$ cat src/rtl/cdp_defs.svh
// Constants of the 16-bit processor data path.
// Assumes inclusion by bare name from the data path sources.
`ifndef CDP_DEFS_SVH
`define CDP_DEFS_SVH

`define CDP_WORD_W 16
`define CDP_STATUS_W 8
`define CDP_REG_COUNT 16

`define CDP_ST_PRIO_HI 7
`define CDP_ST_PRIO_LO 5
`define CDP_ST_TRACE 4
`define CDP_ST_NEG 3
`define CDP_ST_ZERO 2
`define CDP_ST_OVFL 1
`define CDP_ST_CARRY 0

`define CDP_WORD_RESET 16'h0000
`define CDP_STATUS_RESET 8'h00

`define CDP_STATUS_ADDR 16'hFF00
`define CDP_SWITCH_ADDR 16'hFF02
`define CDP_STACK_LIMIT 16'h0100
`define CDP_RED_SPAN 16'h0020

`endif

$ cat src/rtl/cdp_pkg.sv
// Types shared by the data path modules.
// Assumes cdp_defs.svh sits beside it.
`default_nettype none
`include "cdp_defs.svh"

package cdp_pkg;

  typedef enum logic [1:0] {
    CDP_COUT_WORD,
    CDP_COUT_BYTE,
    CDP_COUT_MSB,
    CDP_COUT_STATUS
  } cdp_cout_sel_t;

  typedef enum logic [1:0] {
    CDP_CIN_ZERO,
    CDP_CIN_ONE,
    CDP_CIN_COND,
    CDP_CIN_STATUS
  } cdp_cin_sel_t;

  typedef struct packed {
    logic [15:0] result;
    logic carry_ext;
    logic [15:0] holding;
    logic [15:0] bus_addr;
    logic [7:0] status;
    logic status_addr_hit;
    logic switch_addr_hit;
    logic zero_low;
    logic zero_word;
    logic stack_limit_violation;
    logic red_zone;
  } cdp_state_t;

endpackage : cdp_pkg

`default_nettype wire

$ cat src/rtl/cdp_alu.sv
// 16-bit ALU: 16 logic and 16 arithmetic functions.
// Assumes operands and controls are steady within the clock cycle.
`timescale 1ns/10ps
`default_nettype none

module cdp_alu (
  // Operands
  input wire logic [15:0] alu_operand_a_i,
  input wire logic [15:0] alu_operand_b_i,
  // Controls
  input wire logic alu_logic_mode_i,
  input wire logic [3:0] alu_function_select_i,
  input wire logic carry_in_i,
  // Results
  output logic [15:0] alu_out_o,
  output logic word_carry_o,
  output logic byte_carry_o
);
  logic [15:0] x_term;
  logic [15:0] y_term;
  logic [8:0] low_sum;
  logic [8:0] high_sum;

  always_comb begin
    // Two-term form: arithmetic adds, logic takes the inverted xor
    x_term = alu_operand_a_i
      | (alu_operand_b_i & {16{alu_function_select_i[0]}})
      | (~alu_operand_b_i & {16{alu_function_select_i[1]}});
    y_term = (alu_operand_a_i & ~alu_operand_b_i
        & {16{alu_function_select_i[2]}})
      | (alu_operand_a_i & alu_operand_b_i
        & {16{alu_function_select_i[3]}});
    low_sum = {1'b0, x_term[7:0]} + {1'b0, y_term[7:0]}
      + {8'h00, carry_in_i};
    high_sum = {1'b0, x_term[15:8]} + {1'b0, y_term[15:8]}
      + {8'h00, low_sum[8]};
    if (alu_logic_mode_i) begin
      alu_out_o = ~(x_term ^ y_term);
    end else begin
      alu_out_o = {high_sum[7:0], low_sum[7:0]};
    end
    byte_carry_o = low_sum[8];
    word_carry_o = high_sum[8];
  end
  // No clock here: the add and carry checks sit beside the instance
endmodule : cdp_alu

`default_nettype wire

$ cat src/rtl/cdp_scratch_pad.sv
// Sixteen-word scratch pad, one address per cycle.
// Lets the sequencer ask read and write together; the write lands and the read drives zero.
`timescale 1ns/10ps
`default_nettype none
`include "cdp_defs.svh"

module cdp_scratch_pad #(
  parameter int DEPTH = `CDP_REG_COUNT
) (
  // Clock
  input wire logic core_clk_i,
  // Access
  input wire logic [3:0] reg_addr_i,
  input wire logic reg_write_i,
  input wire logic reg_read_i,
  input wire logic [15:0] reg_wdata_i,
  // Wired-OR contribution
  output logic [15:0] reg_rdata_o
);
  logic [15:0] mem [DEPTH];

  // Four address bits reach exactly sixteen words
  if (DEPTH != 16) begin : g_bad_depth
    $error("scratch pad needs 16 words");
  end

  always_ff @(posedge core_clk_i) begin
    if (reg_write_i) begin
      mem[reg_addr_i] <= reg_wdata_i;
    end
  end

  // A write cycle drives zero so the wired-OR bus stays clean
  always_comb begin
    reg_rdata_o = (reg_read_i && !reg_write_i) ?
      mem[reg_addr_i] : 16'h0000;
  end
endmodule : cdp_scratch_pad

`default_nettype wire

$ cat src/rtl/cdp_data_path.sv
// 16-bit processor data path: ALU, muxes, result, holding,
// bus address and status registers, decoders, scratch pad.
// Assumes a microcode sequencer drives every select and load
// on core_clk_i; system bus timing sits outside.
`timescale 1ns/10ps
`default_nettype none
`include "cdp_defs.svh"

module cdp_data_path
  import cdp_pkg::*;
#(
  parameter logic [15:0] STATUS_ADDR = `CDP_STATUS_ADDR,
  parameter logic [15:0] SWITCH_ADDR = `CDP_SWITCH_ADDR,
  parameter logic [15:0] STACK_LIMIT = `CDP_STACK_LIMIT,
  parameter logic [15:0] RED_SPAN = `CDP_RED_SPAN
) (
  // Clock and reset
  input wire logic core_clk_i,
  input wire logic rst_n_i,
  // ALU control
  input wire logic alu_logic_mode_i,
  input wire logic [3:0] alu_function_select_i,
  input wire logic [1:0] carry_in_code_i,
  input wire logic carry_cond_i,
  input wire logic carry_cond_en_i,
  input wire logic [1:0] carry_out_select_i,
  // Multiplexer selects
  input wire logic bus_address_select_i,
  input wire logic result_input_select_hi_i,
  input wire logic result_input_select_lo_i,
  input wire logic operand_low_select_hi_i,
  input wire logic operand_low_select_lo_i,
  input wire logic operand_high_select_hi_i,
  input wire logic operand_high_select_lo_i,
  input wire logic [15:0] constant_generator_i,
  // Register loads
  input wire logic load_result_i,
  input wire logic load_bus_addr_i,
  input wire logic load_holding_i,
  input wire logic load_status_i,
  input wire logic load_cond_codes_i,
  input wire logic [3:0] cond_codes_i,
  input wire logic status_to_read_bus_i,
  input wire logic status_to_sys_bus_i,
  // Scratch pad
  input wire logic [3:0] reg_addr_i,
  input wire logic reg_write_i,
  input wire logic reg_read_i,
  // Expansion buses
  input wire logic [15:0] ext_read_bus_i,
  output logic [15:0] result_input_bus_o,
  // System bus
  input wire logic [15:0] sys_bus_data_i,
  output logic [15:0] sys_bus_data_o,
  output logic sys_bus_data_oe_o,
  output logic [15:0] sys_bus_addr_o,
  // Status and decode
  output logic [7:0] processor_status_o,
  output logic [15:0] result_o,
  output logic carry_ext_o,
  output logic zero_low_o,
  output logic zero_word_o,
  output logic status_addr_hit_o,
  output logic switch_addr_hit_o,
  output logic stack_limit_violation_o,
  output logic stack_red_zone_o
);
  cdp_state_t s;
  cdp_state_t next_s;
  logic [15:0] reg_rdata;
  logic [15:0] read_bus;
  logic [15:0] alu_operand_b;
  logic [15:0] alu_out;
  logic [15:0] result_input;
  logic [15:0] next_addr_mux;
  logic word_carry;
  logic byte_carry;
  logic carry_in;
  logic carry_out_sel;
  logic status_on_sys;
  logic [7:0] operand_low;
  logic [7:0] operand_high;
  logic [1:0] low_sel;
  logic [1:0] high_sel;
  logic [1:0] rin_sel;

  if (RED_SPAN > STACK_LIMIT) begin : g_bad_span
    $error("red span exceeds stack limit");
  end

  assign low_sel = {operand_low_select_hi_i, operand_low_select_lo_i};
  assign high_sel = {operand_high_select_hi_i, operand_high_select_lo_i};
  assign rin_sel = {result_input_select_hi_i, result_input_select_lo_i};

  // Status is driven to the system bus only when addressed there
  assign status_on_sys = status_to_sys_bus_i && s.status_addr_hit;

  cdp_scratch_pad #(
    .DEPTH(`CDP_REG_COUNT)
  ) u_scratch_pad (
    .core_clk_i(core_clk_i),
    .reg_addr_i(reg_addr_i),
    .reg_write_i(reg_write_i),
    .reg_read_i(reg_read_i),
    .reg_wdata_i(result_input),
    .reg_rdata_o(reg_rdata)
  );

  always_comb begin
    // Wired-OR of every source hanging on the read bus
    read_bus = reg_rdata | ext_read_bus_i;
    if (status_to_read_bus_i && !status_on_sys) begin
      read_bus = read_bus | {8'h00, s.status};
    end
  end

  always_comb begin
    case (carry_in_code_i)
      CDP_CIN_ZERO: carry_in = 1'b0;
      CDP_CIN_ONE: carry_in = 1'b1;
      CDP_CIN_COND: carry_in = carry_cond_en_i && carry_cond_i;
      CDP_CIN_STATUS: carry_in = s.status[`CDP_ST_CARRY];
      default: carry_in = 1'b0;
    endcase
  end

  always_comb begin
    case (low_sel)
      2'b00: operand_low = s.holding[7:0];
      2'b01: operand_low = s.holding[7:0];
      2'b10: operand_low = s.holding[15:8];
      2'b11: operand_low = constant_generator_i[7:0];
      default: operand_low = s.holding[7:0];
    endcase
    case (high_sel)
      2'b00: operand_high = s.holding[15:8];
      2'b01: operand_high = {8{s.holding[7]}};
      2'b10: operand_high = s.holding[7:0];
      2'b11: operand_high = constant_generator_i[15:8];
      default: operand_high = s.holding[15:8];
    endcase
    // Pairs of codes give straight, extend, swap, dup, constant
    alu_operand_b = {operand_high, operand_low};
  end

  cdp_alu u_alu (
    .alu_operand_a_i(read_bus),
    .alu_operand_b_i(alu_operand_b),
    .alu_logic_mode_i(alu_logic_mode_i),
    .alu_function_select_i(alu_function_select_i),
    .carry_in_i(carry_in),
    .alu_out_o(alu_out),
    .word_carry_o(word_carry),
    .byte_carry_o(byte_carry)
  );

  always_comb begin
    case (carry_out_select_i)
      CDP_COUT_WORD: carry_out_sel = word_carry;
      CDP_COUT_BYTE: carry_out_sel = byte_carry;
      CDP_COUT_MSB: carry_out_sel = alu_out[15];
      CDP_COUT_STATUS: carry_out_sel = s.status[`CDP_ST_CARRY];
      default: carry_out_sel = word_carry;
    endcase
  end

  always_comb begin
    case (rin_sel)
      2'b00: result_input = read_bus;
      2'b01: result_input = sys_bus_data_i;
      2'b10: result_input = s.result;
      2'b11: result_input = {s.carry_ext, s.result[15:1]};
      default: result_input = read_bus;
    endcase
    next_addr_mux = bus_address_select_i ? alu_out : read_bus;
  end

  // Outgoing bus for expansion units; combinational by nature
  assign result_input_bus_o = result_input;

  always_comb begin
    next_s = s;
    if (load_result_i) begin
      next_s.result = alu_out;
      next_s.carry_ext = carry_out_sel;
    end
    if (load_bus_addr_i) begin
      next_s.bus_addr = next_addr_mux;
    end
    if (load_holding_i) begin
      next_s.holding = result_input;
    end
    if (load_status_i) begin
      next_s.status = result_input[7:0];
    end
    if (load_cond_codes_i) begin
      next_s.status[`CDP_ST_NEG:`CDP_ST_CARRY] = cond_codes_i;
    end
    // Decoders sit on the register contents, held as flops
    next_s.zero_low = next_s.result[7:0] == 8'h00;
    next_s.zero_word = next_s.result == 16'h0000;
    next_s.status_addr_hit = next_s.bus_addr == STATUS_ADDR;
    next_s.switch_addr_hit = next_s.bus_addr == SWITCH_ADDR;
    next_s.stack_limit_violation = next_s.bus_addr < STACK_LIMIT;
    next_s.red_zone = next_s.bus_addr < (STACK_LIMIT - RED_SPAN);
  end

  always_ff @(posedge core_clk_i) begin
    if (!rst_n_i) begin
      s <= '0;
      s.status <= `CDP_STATUS_RESET;
      s.zero_low <= 1'b1;
      s.zero_word <= 1'b1;
      s.stack_limit_violation <= 1'b1;
      s.red_zone <= 1'b1;
    end else begin
      s <= next_s;
    end
  end

  // Output register for system bus drive
  always_ff @(posedge core_clk_i) begin
    if (!rst_n_i) begin
      sys_bus_data_o <= `CDP_WORD_RESET;
      sys_bus_data_oe_o <= 1'b0;
    end else begin
      sys_bus_data_o <= status_on_sys ? {8'h00, s.status} : s.result;
      sys_bus_data_oe_o <= status_on_sys;
    end
  end

  assign sys_bus_addr_o = s.bus_addr;
  assign processor_status_o = s.status;
  assign result_o = s.result;
  assign carry_ext_o = s.carry_ext;
  assign zero_low_o = s.zero_low;
  assign zero_word_o = s.zero_word;
  assign status_addr_hit_o = s.status_addr_hit;
  assign switch_addr_hit_o = s.switch_addr_hit;
  assign stack_limit_violation_o = s.stack_limit_violation;
  assign stack_red_zone_o = s.red_zone;
endmodule : cdp_data_path

`default_nettype wire

$ cat config.mk
export PLATFORM = sky130hd
export DESIGN_NAME = cdp_data_path
export DESIGN_NICKNAME = d
export VERILOG_FILES = /design/src/rtl/cdp_pkg.sv /design/src/rtl/cdp_alu.sv /design/src/rtl/cdp_scratch_pad.sv /design/src/rtl/cdp_data_path.sv
export VERILOG_INCLUDE_DIRS = /design/src /design/src/rtl
export SDC_FILE = /design/constraint.sdc
export NUM_CORES = 1
export LEC_CHECK = 0
export ABC_AREA = 0
export BUFFER_PORTS_ARGS = -buffer_cell sky130_fd_sc_hd__buf_4
export CORE_UTILIZATION = 45
export DETAILED_ROUTE_END_ITERATION = 10
export SLEW_MARGIN = 15
export SYNTH_ARGS = -nofsm -noshare
export SYNTH_HDL_FRONTEND = slang
export SYNTH_SLANG_ARGS = --single-unit
$ cat constraint.sdc
create_clock -name core_clk_i -period 16.45 [get_ports core_clk_i]
set_clock_uncertainty 0.05 [all_clocks]
set_input_delay 3.29 -clock core_clk_i [delete_from_list [all_inputs] [get_ports core_clk_i]]
set_output_delay 3.29 -clock core_clk_i [all_outputs]
set_load 0.05 [all_outputs]
==> results.txt, run 1 <==
The worst setup path is launched from an input pin. In this run, distinct cell masters in the synthesized netlist total 72. The total overflow left after global routing is 0. In the global route stage, met1 resource usage came out at 34.8%. The global routing's busiest layer was met2. The region available for standard cell placement spans 33800 um^2. Entering global routing, the biggest net connects 56 pins.

For the number of global-route vias before repair, the log shows 10300. The actual slew at the worst max-slew pin was 1.11 ns; the total area of multi-input combinational cells was 5590 um^2. The post-CTS setup buffer count is 0, and the area of the die is 35400 um^2. The logs give 37 for the number of buffers inserted during clock tree synthesis and 2 for the number of H-tree levels. Beginning of the worst register-to-register path: u_scratch_pad.mem[11][1]. For hold timing, the worst endpoint is sys_bus_data_o[15].

The mapped netlist covers 15600 um^2. The synthesized area divided by synthesized cell count was 13.2 um^2; the static leakage was 6.90 nW. Total area of sequential cells: 9290 um^2.

Data on the critical path is required at its endpoint by 13.11 ns. The tools report the number of antenna violations at the first check in global routing as 0. The cell count of the worst reg-to-reg path works out to 22. Worst max-slew margin expressed relative to the limit: 24.9%. The ratio of cells with drive above 1 in the final layout was 24.0%; the sequential area share after synthesis was 59.6%.

In this run the worst path has a maximum fanout of 45. The worst path setup slack after routing came out at 5.85 ns. The detailed-route wire length per cell came out at 25.6 um. Global routing consumed, on the met3 layer, 3.54% of the routing resources.

Total I/O pin count: 165. The total power divided by cell area came out at 118 nW/um^2. The total iterations of the first detailed-routing run is 5. Counting every net in the synthesized netlist gives 1288. Number of buffers added on ports: 164. For the final routed database, the setup TNS stands at 0 ns. The peak clock frequency supported by timing was 94.3 MHz. The chip height was 188 um. Initial core utilization: 46.1%. For the peak supply drop, the log shows 0.0000934 V. Setup repair after global routing left no endpoint under its margin. The count of yosys warnings during synthesis is 0.

In the synthesized netlist the dominant register cell turns out to be sky130_fd_sc_hd__edfxtp_1. The run gives 3 as the number of buffers on the longest clock path. The worst-skew pair later-pin latency was 0.53 ns. The floorplan step set the die width to 188 um.

In the final design database the tool counted 1423 nets. Dividing the detail-routed via count by the number of cells gives 5.85. The number of flops mapped to enable cells by yosys works out to 256. In the routed design, unresolved DRC markers number 0. For the final-report hold violation count, the log shows 0. After synthesis, the cell types taking the most area are sky130_fd_sc_hd__edfxtp_1 (49%), sky130_fd_sc_hd__dfxtp_1 (10%), sky130_fd_sc_hd__mux2i_1 (8.1%), sky130_fd_sc_hd__mux4_2 (6.4%), sky130_fd_sc_hd__buf_4 (2.2%). The tightest min-delay check is of the flop to flop type. The cell at the root of the clock tree was sky130_fd_sc_hd__clkbuf_16.

The worst setup path is captured at a primary output. Prior to clock tree synthesis, the placed netlist has a worst setup slack of 5.89 ns. The run gives 0 as the number of resized instances in the post-cts repair step. The detailed-route via count is 10500.

The critical setup path kind was input pin to primary output. The worst path in the final design needs a cycle of 10.60 ns, including I/O delays and setup. Setup violations remaining at the end of the flow were counted as 0.

For this design, the sink count on the clock tree is 336. The register bit total from synthesis is 336. The run finished with clean final reports. Total wirelength of the detailed-routed design: 46000 um. The cell count after synthesis came out at 1183. Global routing consumed, on the met2 layer, 43.5% of the routing resources. TritonCTS built the clock tree. The area share of the leading cell type in the synthesized netlist works out to 49.4%. The final count of pins violating max slew came out at 0.

Cells fill 53.9% of the core in the end. In this run the critical register-to-register path is captured at switch_addr_hit_o. The detail route stage leaves a number of antenna-violating nets equal to 0. Layout overhead on the synthesized area: 16.8%. The worst path uses 64.5% of the clock period. In this run the register-to-register setup slack is 10.40 ns. The detailed router finished its first iteration with 950 violations. The tools report the launch instance of the worst min-delay path as result_o[15].

Count of max-cap constraint violations: 0. The first global-routing pass estimated 67900 um of wire. Summed over all nets, the half-perimeter wirelength after detailed placement is 31800 um. The run gives 67 as the row count. Global routing used 26.1% of the available tracks across all layers. Total of hold buffers inserted after clock tree synthesis: 0. Clock-pin slew was measured on the worst setup and hold paths at 0.06 ns. The logs give 0.899 for the final weighted congestion in routability-driven placement and 7.26 ns for the worst path arrival time.

The post-synthesis async set-or-reset flop share is 0%. The cell depth of the worst hold path works out to 1. The filler cells instantiated in the layout total 2862.

Summed over all instances, the cell type with the most area after synthesis is sky130_fd_sc_hd__edfxtp_1.
## metrics by stage
step	hold WS [ns]	total power, mW	instance area [um^2]	cells
2_1_floorplan	0.422	1.26	15600	1183
3_3_place_gp	0.457	1.38	17000	1727
3_5_place_dp	0.459	1.38	17000	1727
4_1_cts	0.468	2.17	18200	1794
5_1_grt	0.497	2.23	18200	1794
6_report	0.466	2.16	18200	1795
## cells in the final DEF, fill, tap and decap left out, types with 19 or more instances in the layout
cell type / instances
sky130_fd_sc_hd__a21oi_1: 47
sky130_fd_sc_hd__a22oi_1: 19
sky130_fd_sc_hd__and2_1: 28
sky130_fd_sc_hd__buf_4: 199
sky130_fd_sc_hd__clkbuf_16: 38
sky130_fd_sc_hd__dfxtp_1: 80
sky130_fd_sc_hd__edfxtp_1: 256
sky130_fd_sc_hd__inv_1: 28
sky130_fd_sc_hd__mux2i_1: 126
sky130_fd_sc_hd__mux4_2: 44
sky130_fd_sc_hd__nand2_1: 70
sky130_fd_sc_hd__nand3_1: 25
sky130_fd_sc_hd__nor2_1: 78
sky130_fd_sc_hd__o21ai_0: 63
## cells in the mapped netlist (all sizes together) (3+ instances only)
cell type	instances
edfxtp	256
mux2i	126
dfxtp	80
nor2	80
nand2	70
buf	64
o21ai	64
a21oi	48
mux4	44
clkbuf	39
and2	29
inv	28
nand3	25
a22oi	19
nand2b	18
ha	16
a211oi	14
a22o	12
a31oi	12
nor3	11
nor2b	10
o21a	9
a21o	7
xnor2	7
o22ai	6
a221oi	5
a31o	5
mux2	5
nand3b	5
or3	5
a21boi	4
and3	4
fa	4
nor4	4
o211ai	4
and3b	3
nand4	3
## logic make-up after synthesis
group	Yosys count	synth area share, %
DFF	336	59.6
and+or+nand+nor	280	8.81
AOI/OAI and AO/OA	231	9.77
muxes	175	14.8
buffers and inverters	132	4.65
adders and majority gates	20	1.80
xor gates and xnor gates	9	0.506
## worst max path at each step
stage / startpoint / depth (start not counted) / to / slack [ns]
2_1_floorplan: reg_addr_i[3] / 7 / result_input_bus_o[1] / 7.54
3_3_place_gp: reg_addr_i[1] / 9 / result_input_bus_o[3] / 5.93
3_5_place_dp: reg_addr_i[1] / 9 / result_input_bus_o[3] / 5.89
4_1_cts: reg_addr_i[1] / 9 / result_input_bus_o[3] / 5.88
5_1_grt: reg_addr_i[1] / 9 / result_input_bus_o[3] / 5.65
6_report: reg_addr_i[1] / 9 / result_input_bus_o[3] / 5.85
## sequential cells by signal, summed over array words and instances (netlist names), 8 cells and up
| signal | flops |
|---|---|
| processor_status_o | 8 |
| result_o | 16 |
| s | 16 |
| sys_bus_addr_o | 16 |
| sys_bus_data_o | 16 |
| u_scratch_pad.mem | 256 |
## power by group
group          internal (mW)  switching (mW)
combinational          0.132           0.255
clock                  0.452           0.337
sequential             0.955          0.0230
total                   1.54           0.615
## layer usage
layer / up-vias / wire length, um / share of wire [%]
li1: 4732 / - / -
met1: 5264 / 19300 / 42
met2: 409 / 22300 / 49
met3: 87 / 2750 / 6.0
met4: 0 / 1630 / 3.5
met5: - / 0 / 0
## layout make-up
class                   count  area share, %
flip-flops and latches    336           51.0
multi-input cells         715           30.7
repair buffers            199           8.21
clock buffers              49           5.56
well taps                 448           3.08
clock inverters            18          0.756
inverters                  29          0.598
diodes                      1         0.0138
## critical path, cell delays in order
cell and delay [ns]:
sky130_fd_sc_hd__buf_4 0.51, sky130_fd_sc_hd__and2_1 0.71, sky130_fd_sc_hd__a22oi_1 0.23, sky130_fd_sc_hd__a31oi_1 0.31, sky130_fd_sc_hd__and2_1 0.31, sky130_fd_sc_hd__o21ai_0 0.10
sky130_fd_sc_hd__o21ai_0 0.88, sky130_fd_sc_hd__inv_1 0.53, sky130_fd_sc_hd__buf_4 0.35
No activity file was read; power rests on OpenSTA's default activity.
==> inputs of run 2 (changes only) <==
- PLACE_DENSITY: not set -> 0.66
- clock period: 16.45 -> 8.96 ns (I/O delays scaled with it)
==> run 2 against run 1 <==
  * Largest cell class unchanged
  * Die area unchanged
  * Cell count is 0.50% higher
  * Register-to-register slack worse by 7.4 ns
  * Design area up 0.58%
  * Routed wire length down 1.7%
  * Setup slack worse by 4.5 ns
  * Utilization up 0.31 points
  * Largest power group unchanged
  * Hold slack better by 0.0013 ns
  * Critical path type is now input pin to flop
==> results.txt, run 2 (synthesis gave the netlist of run 1 again) <==
For hold timing, the worst endpoint is s[31]. The chip height was 188 um (unchanged). Actual slew at the worst max-slew pin: 1.11 ns (-0.00570 ns).

The final standard cell area without fillers came out at 18300 um^2 (+0.58%). Number of DRC violations after detailed-routing iteration 0: 1089 (+15%). For the setup slack on the worst flop-to-flop path, the log shows 2.96 ns (-7.44 ns).

The total iterations of the first detailed-routing run came out at 5 (unchanged). The via-per-instance ratio is 5.82 (-0.37%), and the required time of the critical path is 9.37 ns (-3.74 ns). The share of power burned in registers came out at 44.7% (-0.7 points). The peak supply drop was 0.000145 V (+55%).

The worst hold path begins at s[31]. The logs give 1.13 mW (+83%) for the switching power total and 0 (unchanged) for the total of hold buffers inserted after clock tree synthesis. The logs give 2.89 mW (+88%) for the internal power consumption and 66800 um (-1.6%) for the wire length of the first global-routing pass. The tools report the peak clock frequency supported by timing as 131 MHz. The tools report the final weighted congestion in routability-driven placement as 1.01 (+12%). The number of nets in the layout is 1431 (+0.56%). In the finished design, the share of the clock period the worst path needs comes to 85.1%. More flip-flops sit in one register than any other, and that register is u_scratch_pad.mem. The final total negative setup slack was 0 ns (unchanged). STA classifies the critical path endpoint as a flop.

The ratio of cells with drive above 1 in the final layout came out at 24.4% (+0.38 points). Startpoint type of the worst setup path: an input pin. The largest fanout of any net on the critical path came out at 45 (unchanged). The share of total power consumed by net switching works out to 28.1% (-0.48 points). The number of resized instances in the post-cts repair step is 0 (unchanged). Setup repair after global routing left no endpoint under its margin. For the finished layout, the period the worst path requires is 7.62 ns. The run gives 0 (unchanged) as the total congestion overflow. The non-filler instance count after layout came out at 1804 (+0.50%).

The worst hold path belongs to the class flop to flop. The critical path is of the input pin to flop type. The cell at the root of the clock tree is sky130_fd_sc_hd__clkbuf_16. The tools report the sum of net half-perimeters after detailed placement as 31900 um (+0.16%).

The power share of the clock group came out at 37.4% (+0.8 points). Relative to the synthesized area, the layout overhead comes to 17.5%. The tools report the clock sink total as 336 (unchanged).

The tools report the area of the die as 35400 um^2 (unchanged). The run gives 0 (unchanged) as the post-route antenna net violation count. The logs give 10500 (+2.2%) for the number of global-route vias before repair and 37 (unchanged) for the number of buffers inserted during clock tree synthesis. The flow ran to the end, and the final reports show no timing, DRC or antenna violations.

The detailed-route wire length per cell is 25.0 um (-2.2%), and the worst path arrival time is 8.04 ns (+0.78 ns). The row count was 67 (unchanged); the combinational share of power was 18.0% (about the same). The detailed-route via count is 10500 (+0.13%).

In this run the worst setup path begins at reg_addr_i[1]. The run gives 2 (unchanged) as the number of H-tree levels. The tools report the worst path setup slack after routing as 1.34 ns (-4.51 ns). The initial core utilization was 46.1% (unchanged). The total area of multi-input combinational cells was 5590 um^2 (-0.13%); the total wirelength of the detailed-routed design was 45200 um (-1.7%). Final-report hold violation count: 0 (unchanged). The CTS clock-pin slew for the worst setup and hold paths works out to 0.06 ns (about the same).

The number of buffers added on ports came out at 164 (unchanged). Core region area: 33800 um^2 (unchanged). The reg-to-reg endpoint is switch_addr_hit_o. Leaving out fill and tap cells, the most frequent cells in the layout are sky130_fd_sc_hd__edfxtp_1 (256), sky130_fd_sc_hd__buf_4 (207), sky130_fd_sc_hd__mux2i_1 (126). The total power divided by cell area is 219 nW/um^2 (+85%). The run gives 1735 (+0.46%) as the number of cells after detailed placement. The x dimension of the die was 188 um (unchanged); the end-of-flow core utilization was 54.2% (+0.31 points). The count of max-cap constraint violations is 0 (unchanged), and the worst-skew pair later-pin latency is 0.54 ns (about the same).

Number of antenna violations at the first check in global routing: 0 (unchanged). Post-CTS setup buffer count: 0 (unchanged). TritonCTS built the clock tree. In this run the critical register-to-register path is launched from u_scratch_pad.mem[15][1].

The most frequent standard cell in the layout excluding fill and tap cells was sky130_fd_sc_hd__edfxtp_1. The logs give 6.97 nW (+0.91%) for the static leakage and 9290 um^2 (unchanged) for the total area of sequential cells. The pin count of the biggest net entering global routing is 46 (-18%), and the worst max-slew margin expressed relative to the limit is 25.5% (+0.60 points). The cell count of the worst reg-to-reg path is 22 (unchanged), and the DRC violations left is 0 (unchanged). The post-place instance area was 17100 um^2 (+0.31%); the number of buffers on the longest clock path was 3 (unchanged). The number of flip-flops in the largest register was 256 (unchanged). The tools report the total setup violations reported at the end of the flow as 0 (unchanged).

The cell depth of the worst hold path works out to 2 (+1). The number of inserted filler cells in the final layout came out at 2819 (-1.5%). The total I/O pin count is 165 (unchanged).

The placement-stage worst setup slack is 0.927 ns (-4.96 ns), and the final count of pins violating max slew is 0 (unchanged). The combined global-route utilization of all metal layers came out at 25.5% (-0.60 points).
==> run 2: area by class of cell <==
type                    instances  area share [%]
inverters                      29           0.595
flip-flops and latches        336            50.8
well taps                     448            3.06
repair buffers                207            8.49
clock buffers                  49            5.54
diodes                          2          0.0273
clock inverters                18            1.01
multi-input cells             715            30.5
==> run 2: worst max path at each step <==
| stage | end | slack, ns | cells past startpoint |
|---|---|---|---|
| CTS | switch_addr_hit_o | 1.45 | 26 |
| global route | switch_addr_hit_o | 0.91 | 26 |
| global placement | switch_addr_hit_o | 1.06 | 26 |
| finish | switch_addr_hit_o | 1.34 | 26 |
| detailed placement | switch_addr_hit_o | 0.93 | 26 |
| floorplan | switch_addr_hit_o | 2.21 | 24 |
==> run 2: critical path, stage by stage <==
cell and delay, ns:
sky130_fd_sc_hd__buf_4 0.52, sky130_fd_sc_hd__nor2b_1 0.57, sky130_fd_sc_hd__buf_4 0.30, sky130_fd_sc_hd__a21oi_1 0.10
sky130_fd_sc_hd__nand3_1 0.15, sky130_fd_sc_hd__and3_1 0.26, sky130_fd_sc_hd__nand2_1 0.10, sky130_fd_sc_hd__inv_1 0.08
sky130_fd_sc_hd__fa_1 0.25, sky130_fd_sc_hd__fa_1 0.21, sky130_fd_sc_hd__nand2b_1 0.15, sky130_fd_sc_hd__a21o_1 0.15
sky130_fd_sc_hd__a21oi_1 0.07, sky130_fd_sc_hd__o21a_1 0.16, sky130_fd_sc_hd__o21ai_0 0.36, sky130_fd_sc_hd__nand2_1 0.13
sky130_fd_sc_hd__fa_1 0.43, sky130_fd_sc_hd__fa_1 0.48, sky130_fd_sc_hd__a21o_1 0.18, sky130_fd_sc_hd__a211oi_1 0.28
sky130_fd_sc_hd__xnor2_1 0.19, sky130_fd_sc_hd__o22ai_1 0.12, sky130_fd_sc_hd__a211oi_1 0.30, sky130_fd_sc_hd__nand4_1 0.13
sky130_fd_sc_hd__nor4_1 0.33, sky130_fd_sc_hd__nor2b_1 0.18
==> run 2: stage by stage <==
step | power, mW | hold WS (ns)
5_1_grt | 4.15 | 0.491
4_1_cts | 4.03 | 0.474
3_5_place_dp | 2.54 | 0.460
2_1_floorplan | 2.31 | 0.422
3_3_place_gp | 2.53 | 0.446
6_report | 4.02 | 0.467
==> run 2: power by group through the flow <==
stage | Sequential [mW] | Clock, mW | Combinational [mW]
5_1_grt | 1.80 | 1.58 | 0.769
3_3_place_gp | 1.82 | 0 | 0.709
6_report | 1.79 | 1.50 | 0.722
2_1_floorplan | 1.84 | 0 | 0.473
4_1_cts | 1.79 | 1.52 | 0.718
3_5_place_dp | 1.83 | 0 | 0.716
==> run 2: routing by layer <==
| metal | track usage, % | vias up | routed length [um] |
|---|---|---|---|
| li1 | - | 4735 | - |
| met1 | 33.8 | 5156 | 18400 |
| met2 | 42.1 | 518 | 21900 |
| met3 | 3.99 | 97 | 3360 |
| met4 | 9.76 | 0 | 1550 |
| met5 | 0 | - | 0 |
